$ cat src/common/ocd_map.svh
`ifndef OCD_MAP_SVH
`define OCD_MAP_SVH

// register byte offsets
`define OCD_CMD_OFS      8'h00
`define OCD_STATUS_OFS   8'h04
`define OCD_CTRL_OFS     8'h08
`define OCD_ERR_OFS      8'h0c
`define OCD_ADDR_OFS     8'h10
`define OCD_WIN_OFS      8'h14
`define OCD_PANEL_OFS    8'h18
`define OCD_TIMING_OFS   8'h1c

// field positions
`define OCD_STAT_OFF_BIT 6
`define OCD_ERR_UNDEF    0
`define OCD_ERR_PARAM    1

// reset values, and the smallest valid multiplex ratio
`define OCD_COL_END_RST  7'h7f
`define OCD_PAGE_END_RST 3'h7
`define OCD_MUX_RST      6'h3f
`define OCD_MUX_MIN      6'h0f
`define OCD_TRIM_RST     4'h7
`define OCD_PC_RST       4'h2
`define OCD_DESEL_RST    4'hd
`define OCD_GPIO_RST     2'h2

`endif

$ cat src/common/ocd_pkg.sv
package ocd_pkg;

   typedef enum logic [1:0] {
      ocd_horiz = 2'b00,
      ocd_vert  = 2'b01,
      ocd_page  = 2'b10
   } ocd_mode_t;

   typedef enum logic [1:0] {
      ocd_st_cmd  = 2'b00,
      ocd_st_par1 = 2'b01,
      ocd_st_par2 = 2'b10
   } ocd_state_t;

   typedef struct packed {
      ocd_mode_t   mode;
      logic [7:0]  page_col;
      logic [2:0]  page_sel;
      logic [6:0]  col_start;
      logic [6:0]  col_end;
      logic [2:0]  page_start;
      logic [2:0]  page_end;
      logic [5:0]  start_line;
      logic        seg_remap;
      logic [5:0]  mux_ratio;
      logic        com_reverse;
      logic [5:0]  disp_offset;
      logic        com_alt;
      logic        com_lr_swap;
      logic [1:0]  gpio_mode;
      logic [3:0]  clk_div;
      logic [3:0]  osc_trim;
      logic [3:0]  pc_phase1;
      logic [3:0]  pc_phase2;
      logic [3:0]  deselect;
   } ocd_cfg_t;

endpackage

$ cat src/hdl/ocd_decoder.sv
// The address map and register access over AHB-Lite were chosen for this implementation.
`timescale 1ns/1ns
`include "ocd_map.svh"
// Operation
// - commands 00-0F load low nibble of page-mode column pointer, reset zero
// - commands 10-1F load high nibble of page-mode column pointer, reset zero
// - 20 plus parameter selects addressing mode; page by default; 11b invalid
// - 21 takes column start and end, 0 to 127, reset 0 and 127
// - 22 takes page start and end, 0 to 7, reset 0 and 7
// - B0-B7 set page-mode page pointer from low three bits
// - 40-7F load six-bit display start line
// - A0 maps column 0 to first segment, A1 reverses columns
// - A8 sets multiplex ratio N+1; reset 63; values 0-14 invalid
// - C0 scans rows upward, C8 downward; bit 3 selects
// - D3 sets six-bit vertical row offset, reset zero
// - DA bit 4 alternative layout (reset 1), bit 5 left/right swap
// - DC two-bit general pin control, reset drive low
// - D5 low nibble sets clock divide minus one, reset zero
// - D5 high nibble sets oscillator trim, reset 0111b
// - D9 nibbles set precharge phases 1-15, reset 2, zero invalid
// - DB bits 5:2 store deselect level code, reset 1101b
// - status byte bit 6 high while display off
module ocd_decoder
   import ocd_pkg::*;
(
   input  wire logic        hclk,
   input  wire logic        hresetn,
   input  wire logic        hsel,
   input  wire logic [7:0]  haddr,
   input  wire logic [1:0]  htrans,
   input  wire logic        hwrite,
   input  wire logic [2:0]  hsize,
   input  wire logic [31:0] hwdata,
   input  wire logic        hready,
   output logic             hreadyout,
   output logic             hresp,
   output logic [31:0]      hrdata,
   output ocd_cfg_t         cfg,
   output logic             gpio_out,
   output logic             gpio_oe_n,
   input  wire logic        gpio_in
);

   logic       wr_pend;
   logic       rd_pend;
   logic [7:0] ap_addr;
   logic       cmd_stb;
   logic [7:0] cmd_byte;
   logic       display_on;
   logic [1:0] err;
   ocd_state_t state;
   logic [7:0] pend;
   logic       undef_hit;
   logic       param_hit;
   logic       gpio_m;
   logic       gpio_s;
   logic       gpio_in_seen;
   ocd_mode_t  mode;
   logic [7:0] page_col;
   logic [2:0] page_sel;
   logic [6:0] col_start;
   logic [6:0] col_end;
   logic [2:0] page_start;
   logic [2:0] page_end;
   logic [5:0] start_line;
   logic       seg_remap;
   logic [5:0] mux_ratio;
   logic       com_reverse;
   logic [5:0] disp_offset;
   logic       com_alt;
   logic       com_lr_swap;
   logic [1:0] gpio_mode;
   logic [3:0] clk_div;
   logic [3:0] osc_trim;
   logic [3:0] pc_phase1;
   logic [3:0] pc_phase2;
   logic [3:0] deselect;
   logic       set_cmd;
   logic       set_par1;
   logic       set_par2;

   function automatic logic [31:0] read_word(input logic [7:0] a);
      logic [31:0] w;
      w = 32'h0000_0000;
      case (a)
         `OCD_STATUS_OFS: w[`OCD_STAT_OFF_BIT] = ~display_on;
         `OCD_CTRL_OFS:   w[0] = display_on;
         `OCD_ERR_OFS:    w[1:0] = err;
         `OCD_ADDR_OFS:   w = {16'h0000, 2'b00, cfg.mode, 1'b0, cfg.page_sel, cfg.page_col};
         `OCD_WIN_OFS:    w = {9'h000, cfg.page_end, 1'b0, cfg.page_start,
                               1'b0, cfg.col_end, 1'b0, cfg.col_start};
         `OCD_PANEL_OFS:  w = {5'h00, gpio_in_seen, cfg.gpio_mode, cfg.com_lr_swap,
                               cfg.com_alt, cfg.disp_offset, 2'b00, cfg.mux_ratio,
                               cfg.com_reverse, cfg.seg_remap, cfg.start_line};
         `OCD_TIMING_OFS: w = {12'h000, cfg.deselect, cfg.pc_phase2, cfg.pc_phase1,
                               cfg.osc_trim, cfg.clk_div};
         default:         w = 32'h0000_0000;
      endcase
      return w;
   endfunction

   // parameter bytes that follow a command byte
   function automatic logic [1:0] param_count(input logic [7:0] c);
      logic [1:0] n;
      n = 2'h0;
      case (c)
         8'h21, 8'h22: n = 2'h2;
         8'h20, 8'ha8, 8'hd3, 8'hd5, 8'hd9, 8'hda, 8'hdb, 8'hdc: n = 2'h1;
         default: n = 2'h0;
      endcase
      return n;
   endfunction

   // out-of-range parameter bytes; the setting they carry is dropped
   function automatic logic param_bad(input logic [7:0] c, input logic [7:0] p,
                                      input logic second);
      logic bad;
      bad = 1'b0;
      case (c)
         8'h20:   bad = ~second & (p[1:0] == 2'b11);
         8'h21:   bad = p[7];
         8'ha8:   bad = ~second & (p[5:0] < `OCD_MUX_MIN);
         8'hd9:   bad = ~second & ((p[3:0] == 4'h0) | (p[7:4] == 4'h0));
         default: bad = 1'b0;
      endcase
      return bad;
   endfunction

   // bus address phase; reads get one wait state so earlier writes have landed
   always_ff @(posedge hclk or negedge hresetn) begin
      if (!hresetn) begin
         wr_pend <= 1'b0;
         rd_pend <= 1'b0;
         ap_addr <= 8'h00;
      end else if (hready) begin
         wr_pend <= hsel & htrans[1] & hwrite;
         rd_pend <= hsel & htrans[1] & ~hwrite;
         ap_addr <= haddr;
      end else begin
         rd_pend <= 1'b0;
      end
   end

   // reads stall one cycle; writes never stall
   always_ff @(posedge hclk or negedge hresetn) begin
      if (!hresetn) begin
         hreadyout <= 1'b1;
         hresp     <= 1'b0;
         hrdata    <= 32'h0000_0000;
      end else begin
         hresp     <= 1'b0;
         hreadyout <= ~(hready & hsel & htrans[1] & ~hwrite);
         if (rd_pend) begin
            hrdata <= read_word(ap_addr);
         end
      end
   end

   assign cmd_stb  = wr_pend & (ap_addr == `OCD_CMD_OFS);
   assign cmd_byte = hwdata[7:0];

   always_ff @(posedge hclk or negedge hresetn) begin
      if (!hresetn) begin
         display_on <= 1'b0;
      end else if (wr_pend && ap_addr == `OCD_CTRL_OFS) begin
         display_on <= hwdata[0];
      end
   end

   // classify the incoming byte for the error flags
   always_comb begin
      undef_hit = 1'b0;
      param_hit = 1'b0;
      if (cmd_stb) begin
         unique case (state)
            ocd_st_cmd: begin
               casez (cmd_byte)
                  8'b000?_????, 8'b01??_????, 8'b1011_0???,
                  8'ha0, 8'ha1, 8'hc0, 8'hc8: undef_hit = 1'b0;
                  default: undef_hit = (param_count(cmd_byte) == 2'h0);
               endcase
            end
            ocd_st_par1: param_hit = param_bad(pend, cmd_byte, 1'b0);
            ocd_st_par2: param_hit = param_bad(pend, cmd_byte, 1'b1);
            default:     param_hit = 1'b0;
         endcase
      end
   end

   // sticky flags, write one to clear; a new event wins over the clear
   always_ff @(posedge hclk or negedge hresetn) begin
      if (!hresetn) begin
         err <= 2'b00;
      end else begin
         if (wr_pend && ap_addr == `OCD_ERR_OFS) begin
            err <= (err & ~hwdata[1:0]) | {param_hit, undef_hit};
         end else begin
            err <= err | {param_hit, undef_hit};
         end
      end
   end

   // command sequencer
   always_ff @(posedge hclk or negedge hresetn) begin
      if (!hresetn) begin
         state <= ocd_st_cmd;
         pend  <= 8'h00;
      end else if (cmd_stb) begin
         unique case (state)
            ocd_st_cmd: begin
               if (param_count(cmd_byte) != 2'h0) begin
                  pend  <= cmd_byte;
                  state <= ocd_st_par1;
               end
            end
            ocd_st_par1: begin
               if (param_count(pend) == 2'h2) begin
                  state <= ocd_st_par2;
               end else begin
                  state <= ocd_st_cmd;
               end
            end
            ocd_st_par2: state <= ocd_st_cmd;
            default:     state <= ocd_st_cmd;
         endcase
      end
   end

   // bytes accepted at each position; a rejected byte still advances the sequencer
   assign set_cmd  = cmd_stb & ~param_hit & (state == ocd_st_cmd);
   assign set_par1 = cmd_stb & ~param_hit & (state == ocd_st_par1);
   assign set_par2 = cmd_stb & ~param_hit & (state == ocd_st_par2);

   // addressing pointers and mode
   always_ff @(posedge hclk or negedge hresetn) begin
      if (!hresetn) begin
         mode       <= ocd_page;
         page_col   <= 8'h00;
         page_sel   <= 3'h0;
         col_start  <= 7'h00;
         col_end    <= `OCD_COL_END_RST;
         page_start <= 3'h0;
         page_end   <= `OCD_PAGE_END_RST;
      end else if (set_cmd) begin
         casez (cmd_byte)
            8'b0000_????: page_col[3:0] <= cmd_byte[3:0];
            8'b0001_????: page_col[7:4] <= cmd_byte[3:0];
            8'b1011_0???: page_sel <= cmd_byte[2:0];
            default: ;
         endcase
      end else if (set_par1) begin
         case (pend)
            8'h20: mode <= ocd_mode_t'(cmd_byte[1:0]);
            8'h21: col_start <= cmd_byte[6:0];
            8'h22: page_start <= cmd_byte[2:0];
            default: ;
         endcase
      end else if (set_par2) begin
         case (pend)
            8'h21: col_end <= cmd_byte[6:0];
            8'h22: page_end <= cmd_byte[2:0];
            default: ;
         endcase
      end
   end

   // panel layout
   always_ff @(posedge hclk or negedge hresetn) begin
      if (!hresetn) begin
         start_line  <= 6'h00;
         seg_remap   <= 1'b0;
         mux_ratio   <= `OCD_MUX_RST;
         com_reverse <= 1'b0;
         disp_offset <= 6'h00;
         com_alt     <= 1'b1;
         com_lr_swap <= 1'b0;
      end else if (set_cmd) begin
         casez (cmd_byte)
            8'b01??_????: start_line <= cmd_byte[5:0];
            8'b1010_000?: seg_remap <= cmd_byte[0];
            8'b1100_?000: com_reverse <= cmd_byte[3];
            default: ;
         endcase
      end else if (set_par1) begin
         case (pend)
            8'ha8: mux_ratio <= cmd_byte[5:0];
            8'hd3: disp_offset <= cmd_byte[5:0];
            8'hda: begin
               com_alt     <= cmd_byte[4];
               com_lr_swap <= cmd_byte[5];
            end
            default: ;
         endcase
      end
   end

   // general pin mode
   always_ff @(posedge hclk or negedge hresetn) begin
      if (!hresetn) begin
         gpio_mode <= `OCD_GPIO_RST;
      end else if (set_par1 && pend == 8'hdc) begin
         gpio_mode <= cmd_byte[1:0];
      end
   end

   // display timing
   always_ff @(posedge hclk or negedge hresetn) begin
      if (!hresetn) begin
         clk_div   <= 4'h0;
         osc_trim  <= `OCD_TRIM_RST;
         pc_phase1 <= `OCD_PC_RST;
         pc_phase2 <= `OCD_PC_RST;
         deselect  <= `OCD_DESEL_RST;
      end else if (set_par1) begin
         case (pend)
            8'hd5: begin
               clk_div  <= cmd_byte[3:0];
               osc_trim <= cmd_byte[7:4];
            end
            8'hd9: begin
               pc_phase1 <= cmd_byte[3:0];
               pc_phase2 <= cmd_byte[7:4];
            end
            8'hdb: deselect <= cmd_byte[5:2];
            default: ;
         endcase
      end
   end

   // settings leave the block straight from their flip-flops
   assign cfg = '{
      mode:        mode,
      page_col:    page_col,
      page_sel:    page_sel,
      col_start:   col_start,
      col_end:     col_end,
      page_start:  page_start,
      page_end:    page_end,
      start_line:  start_line,
      seg_remap:   seg_remap,
      mux_ratio:   mux_ratio,
      com_reverse: com_reverse,
      disp_offset: disp_offset,
      com_alt:     com_alt,
      com_lr_swap: com_lr_swap,
      gpio_mode:   gpio_mode,
      clk_div:     clk_div,
      osc_trim:    osc_trim,
      pc_phase1:   pc_phase1,
      pc_phase2:   pc_phase2,
      deselect:    deselect
   };

   // general pin: enable low while driving
   always_ff @(posedge hclk or negedge hresetn) begin
      if (!hresetn) begin
         gpio_out  <= 1'b0;
         gpio_oe_n <= 1'b0;
      end else begin
         gpio_out  <= cfg.gpio_mode[0];
         gpio_oe_n <= ~cfg.gpio_mode[1];
      end
   end

   // two-stage synchroniser; only the second stage is read
   always_ff @(posedge hclk or negedge hresetn) begin
      if (!hresetn) begin
         gpio_m       <= 1'b0;
         gpio_s       <= 1'b0;
         gpio_in_seen <= 1'b0;
      end else begin
         gpio_m       <= gpio_in;
         gpio_s       <= gpio_m;
         gpio_in_seen <= gpio_s & (cfg.gpio_mode == 2'b01);
      end
   end

endmodule

$ cat config.mk
export PLATFORM = sky130hd
export DESIGN_NAME = ocd_decoder
export DESIGN_NICKNAME = d
export VERILOG_FILES = /design/src/common/ocd_pkg.sv /design/src/hdl/ocd_decoder.sv
export VERILOG_INCLUDE_DIRS = /design/src /design/src/common
export SDC_FILE = /design/constraint.sdc
export NUM_CORES = 1
export LEC_CHECK = 0
export ABC_AREA = 1
export BUFFER_PORTS_ARGS = -buffer_cell sky130_fd_sc_hd__buf_2
export CORE_MARGIN = 1.5
export CORE_UTILIZATION = 53
export DETAILED_ROUTE_END_ITERATION = 12
export PLACE_DENSITY = 0.83
export SYNTH_ARGS = -nofsm -noshare
export SYNTH_HDL_FRONTEND = slang
export SYNTH_SLANG_ARGS = --single-unit
$ cat constraint.sdc
create_clock -name hclk -period 2.18 [get_ports hclk]
set_input_delay 0.109 -clock hclk [delete_from_list [all_inputs] [get_ports hclk]]
set_output_delay 0.109 -clock hclk [all_outputs]
set_load 0.03 [all_outputs]
After elaboration in Yosys (flattened, before gate mapping)
Index checks and enable logic that the tools add are counted.
{"block": "totals", "reg_bits": 138, "latchBits": 0, "ramBits": 0, "mem_bits_ro": 0, "memories": 0}
{"block": "classes", "add_sub_neg": 0, "mul": 0, "div": 0, "n_lt_le_gt_ge": 1, "n_eq_ne": 42, "shifts": 0, "muxes": 26, "bitwise": 24, "n_reduce_logical": 34}
{"op": "equality test 8 bit (second input constant)", "n": 18}
{"op": "one-hot mux 20 bit (4 select lines)", "n": 1}
{"op": "equality test 8 x 6 -> 1 bit (second input constant)", "n": 6}
{"op": "equality test 8 x 5 -> 1 bit (second input constant)", "n": 4}
{"op": "AND reduction 3 bit", "n": 7}
{"op": "two-way mux 2 bit", "n": 10}
{"op": "AND reduction 2 bit", "n": 10}
{"op": "equality test 8 x 4 -> 1 bit (second input constant)", "n": 2}
{"op": "one-hot mux 4 bit (4 select lines)", "n": 1}
{"op": "OR reduction 8 bit", "n": 2}
{"op": "equality test 7 bit (second input constant)", "n": 2}
{"op": "bitwise AND 1 bit", "n": 12}
{"op": "one-hot mux 2 bit (2 select lines)", "n": 3}
{"op": "one-hot mux 1 bit (5 select lines)", "n": 2}
{"op": "equality test 8 x 3 -> 1 bit (second input constant)", "n": 1}
{"op": "logical NOT 4 bit", "n": 2}
{"op": "logical NOT 8 bit", "n": 1}
{"op": "AND reduction 4 bit", "n": 2}
{"op": "NOT 1 bit", "n": 7}
{"op": "OR reduction 7 bit", "n": 1}
{"op": "equality test 2 x 1 -> 1 bit (second input constant)", "n": 3}
{"op": "equality test 2 bit (second input constant)", "n": 3}
{"op": "< comparator 6 x 4 -> 1 bit (second input constant)", "n": 1}
{"op": "two-way mux 1 bit", "n": 6}
{"op": "other kinds (15)", "n": 20}

Depth between registers and ports, before layout
{"block": "depth", "depth_word": 12, "ltp_mapped": 16}

Worst setup path before layout
No wires, ideal clock.
{"block": "synth_timing", "path_kind": "register -> register", "startpoint": "reg state[1]", "endpoint": "reg pc_phase1[3]", "setup_time_ns": 0.130, "t_arrival_ns": 1.753, "setup_slack_ns": 0.297, "stages_incl_launch_ff": 13, "n_path_buf": 1, "period_less_slack_ns": 1.883, "path_cell_list": "dfrtp_1 -> inv_1 -> ha_1 -> or2_2 -> nand3_1 -> nand2_1 -> nand2_4 -> nand2_2 -> nor2_4 -> nand2_2 -> buf_4 -> nand2_1 -> o21ai_0"}
{"block": "synth_via", "elab_chain_cells": 7, "elab_cells_between_ends": 8, "classes_between": "eq/ne: 2; mux: 2; bitwise: 3; reduce/logical: 1"}
{"item": "from (decl)", "line": "ocd_decoder.sv:51", "text": "ocd_state_t state;"}
{"item": "from (signal assigned)", "line": "ocd_decoder.sv:206", "text": "state <= ocd_st_cmd;"}
{"item": "from (signal assigned)", "line": "ocd_decoder.sv:213", "text": "state <= ocd_st_par1;"}
{"item": "from (signal assigned)", "line": "ocd_decoder.sv:218", "text": "state <= ocd_st_par2;"}
{"item": "equality test 2 bit / equality test 2 x 1 -> 1 bit (equally long branches)", "line": "ocd_decoder.sv:175, ocd_decoder.sv:231"}
{"item": "one-hot mux 1 bit (2 select lines)", "line": "ocd_decoder.sv:175", "text": "unique case (state)"}
{"item": "two-way mux 1 bit", "line": "ocd_decoder.sv:174", "text": "if (cmd_stb) begin"}
{"item": "NOT 1 bit", "line": "ocd_decoder.sv:231", "text": "assign set_par1 = cmd_stb & ~param_hit & (state == ocd_st_par1);"}
{"item": "bitwise AND 1 bit", "line": "ocd_decoder.sv:231"}
{"item": "bitwise AND 1 bit *", "line": "ocd_decoder.sv:231"}
{"item": "AND reduction 2 bit (no line) *"}
{"item": "to (signal assigned)", "line": "ocd_decoder.sv:311", "text": "pc_phase1 <= `OCD_PC_RST;"}
{"item": "to (signal assigned)", "line": "ocd_decoder.sv:321", "text": "pc_phase1 <= cmd_byte[3:0];"}
{"item": "to (decl)", "line": "ocd_decoder.sv:75", "text": "logic [3:0] pc_phase1;"}
Mark *: on every way between the ends. The rest lies on a longest branch, timed or not.
A chain may end at the register's enable or synchronous reset.

Worst setup path in the final report
{"block": "layout_timing", "startpoint": "reg state[0]", "endpoint": "reg mux_ratio[0]"}
{"block": "layout_via", "elab_chain_cells": 8, "elab_cells_between_ends": 11, "classes_between": "eq/ne: 2; mux: 2; bitwise: 5; reduce/logical: 2"}
{"item": "equality test 2 bit / equality test 2 x 1 -> 1 bit (equally long branches)", "line": "ocd_decoder.sv:175, ocd_decoder.sv:231"}
{"item": "one-hot mux 1 bit (2 select lines)", "line": "ocd_decoder.sv:175"}
{"item": "two-way mux 1 bit", "line": "ocd_decoder.sv:174"}
{"item": "NOT 1 bit", "line": "ocd_decoder.sv:230, ocd_decoder.sv:231"}
{"item": "bitwise AND 1 bit", "line": "ocd_decoder.sv:230, ocd_decoder.sv:231"}
{"item": "bitwise AND 1 bit", "line": "ocd_decoder.sv:230", "text": "assign set_cmd = cmd_stb & ~param_hit & (state == ocd_st_cmd);"}
{"item": "NOT 1 bit (no line)"}
{"item": "AND reduction 3 bit (no line) *"}
{"item": "to (signal assigned)", "line": "ocd_decoder.sv:272", "text": "mux_ratio <= `OCD_MUX_RST;"}
{"item": "to (signal assigned)", "line": "ocd_decoder.sv:286", "text": "8'ha8: mux_ratio <= cmd_byte[5:0];"}
{"item": "to (decl)", "line": "ocd_decoder.sv:67", "text": "logic [5:0] mux_ratio;"}
Marked as above.

==> summary.txt <==
outcome: finished, final reports clean
Residual DRC: 0
worst reg-to-reg path cell count: 11
post-route cell area: 7900 um^2
most frequent cells in the layout: nand2_1, buf_2, dfrtp_1
Setup crit start: state[0]
GPL Wtd Cong: 0.9710
iteration count of the initial detailed-routing pass: 7
Core ar.: 11370 um^2
CP endpoint kind: flip-flop
Most common cell on crit path: nand2_1
P_leak: 4.198 nW
Clock Latency Late Sink: 0.43 ns
CTS tree: built
part of the Yosys area used for sequential elements: 54.55%
final setup fails: 0
max-slew violations: 0
fin crit period: 2.054 ns
first-pass GRT wire length: 29660 um
Yosys top cell area share: 42.61%
critical path required time: 2.53 ns
violation count after the first detailed-route iteration: 853
HPWL Detailed: 11880 um
Clock transition at path regs: 0.06 ns
Post-Synthesis Cell Area: 6166 um^2
placed cell areas: 7047 um^2
ranking of synthesized cells by area: dfrtp_1, nand2_1, dfstp_2, o21ai_0, inv_1
vias in the first global route: 5725
most common cell after layout, fill and taps aside: nand2_1
Starting Density: 54.23%
Critical path buffers and inverters: 1
worst-margin pin slew: 0.7315 ns
critical path endpoint: mux_ratio[0]
PortBufs: 129
post-placement cell count: 1022
Root Driver: clkbuf_16
Worst path top cell family by delay: simple AND/OR/NAND/NOR gates
max cap viols: 0
peak supply drop: 518.8 uV
die height: 110.9 um
Synth Register Bits: 133
final period utilization: 94.22%
grt total ovfl: 0
Setup crit start kind: flip-flop
max_slew headroom: 51.23%
die width: 110.9 um
Nets: 969
Crit Path Category: flip-flop to flip-flop
FF-to-FF Start: state[0]
Hold Path Depth: 3
crit-path max FO: 7
Clock Skews: 0.006433 ns
vias: 6083
initial antenna violation count: 1
power density cells: 758.0 nW/um^2
critical path cell sequence: inv_1 > ha_1 > or2_2 > nand3_1 > nand2_1 > nand2_4 > nand3_1 > nor2_4 > nand2_1 > nand2_1 > nand2_1
Fin. Hold Viols: 0
FF-to-FF setup slack: 0.13 ns
GR Util All Layers: 30.99%
largest area contributor in the netlist: dfrtp_1
largest net degree at the start of global routing: 134
vias per inst: 5.674
Synth Area per Inst: 8.199 um^2
Distinct cells, synth: 38
TritonCTS Buffers: 17
Antenna Nets Post-Route: 0
Synth warnings: 0
H-tree depth: 4
total power: 0.005988 W
slowest cell on the critical path: dfrtp_1
crit path DAT: 2.41 ns
CP Depth: 11
Non-Filler Instances: 1072
Cells after Synth: 752
Die ar.: 12290 um^2
FMAX: 486.9 MHz
Layout fillers: 801
RSZ-0062 raised after global routing: true
HP Start: hwdata[6]
I/O pin count: 164
Layout Utilization: 69.48%
Area growth, synth to finish: 28.13%
clock sink count: 133
drt total wl: 18670 um
crit-path max cell delay: 0.37 ns
Worst R2R End: mux_ratio[0]
DR WL/cell: 17.41 um
Cell Rows: 39
clock buffer depth: 2
Hold WC Path Type: input port to flip-flop
layout cells sized above 1: 26.94%
## power breakdown
part	switching, W	internal, W
Sequential	0.0000232	0.00250
Clock	0.00111	0.00204
Combinational	0.000221	0.0000868
Total	0.00136	0.00463
## worst min path at each step
stage	endpoint	slack [ns]
finish	col_end[6]	0.008
CTS	col_end[5]	0.006
detailed placement	gpio_m	0.22
floorplan	ap_addr[0]	-0.19
global placement	gpio_m	0.22
global route	col_end[5]	0.02
## cell families (layout without fill, tap and decap cells)
group	Yosys count	count (layout)	share of synthesized area, %
flops	133	133	54.55
xor+xnor	1	1	0.1421
fa+ha+maj	3	3	0.6088
other cells	1	7	0.06082
mux	4	4	0.7305
compound gates	83	83	7.386
simple gates	433	433	29.75
buf+inv	94	265	6.777
## stage by stage
stage | TNS [ns] | hold WS [ns] | worst slack (ns)
finish | 0 | 0.008412 | 0.1260
CTS | 0 | 0.005577 | 0.05158
global placement | 0 | 0.2180 | 0.2098
detailed placement | 0 | 0.2183 | 0.1311
floorplan | 0 | -0.1866 | 0.2971
global route | -0.07991 | 0.02356 | -0.03025
## timing repair
action                                  CTS  global route
hold endpoints to repair                120             0
setup buffers                             0             1
hold buffers                             16             0
endpoints found under the setup margin    0            38
gates resized for setup                   0            11
## synthesized netlist by cell type, drive strengths merged
cell	number
a31oi	1
nor3	16
xor2	1
nand4	16
o211ai	2
a221oi	1
o31ai	1
conb	1
nand3	34
o21ai	63
or2	1
buf	21
dfrtp	105
a41oi	1
ha	3
nor2	39
dfstp	28
inv	59
clkinv	1
nand3b	1
clkbuf	13
o22ai	1
a21oi	7
nand2	320
a22o	6
nor4	6
mux2	4
## state kept, by name, summed over array words and instances (netlist names), 6 cells and up
name and cells:
hrdata 27, ap_addr 8, page_col 8, pend 8
col_end 7, col_start 7, disp_offset 6, mux_ratio 6
start_line 6
## worst reg2reg max path, cell delays in order (launching register included)
cell and delay (ns):
dfrtp_1 0.37, inv_1 0.07, ha_1 0.21, or2_2 0.28
nand3_1 0.08, nand2_1 0.10, nand2_4 0.11, nand3_1 0.12
nor2_4 0.18, nand2_1 0.24, nand2_1 0.14, nand2_1 0.07
## area by class of cell
class | count | area [um^2] | share of cell area, %
inverter | 60 | 225.2 | 2.851
clock buffer | 21 | 480.5 | 6.082
timing repair buffer | 173 | 1047 | 13.26
tap | 143 | 178.9 | 2.265
antenna | 1 | 2.502 | 0.03168
multi-input combinational | 530 | 2434 | 30.80
clock inverter | 11 | 168.9 | 2.138
sequential | 133 | 3363 | 42.57
## layer usage
layer | up-vias | track usage [%] | part of all wire, % | wire [um]
met1 | 2884 | 40.48 | 39 | 7283
met4 | 0 | 17.09 | 4.6 | 856
met3 | 82 | 6.725 | 9.5 | 1773
li1 | 2719 | - | - | -
met5 | - | 0 | 0 | 0
met2 | 398 | 48.35 | 47 | 8751
Note: power is estimated with default switching activity, not from simulation.
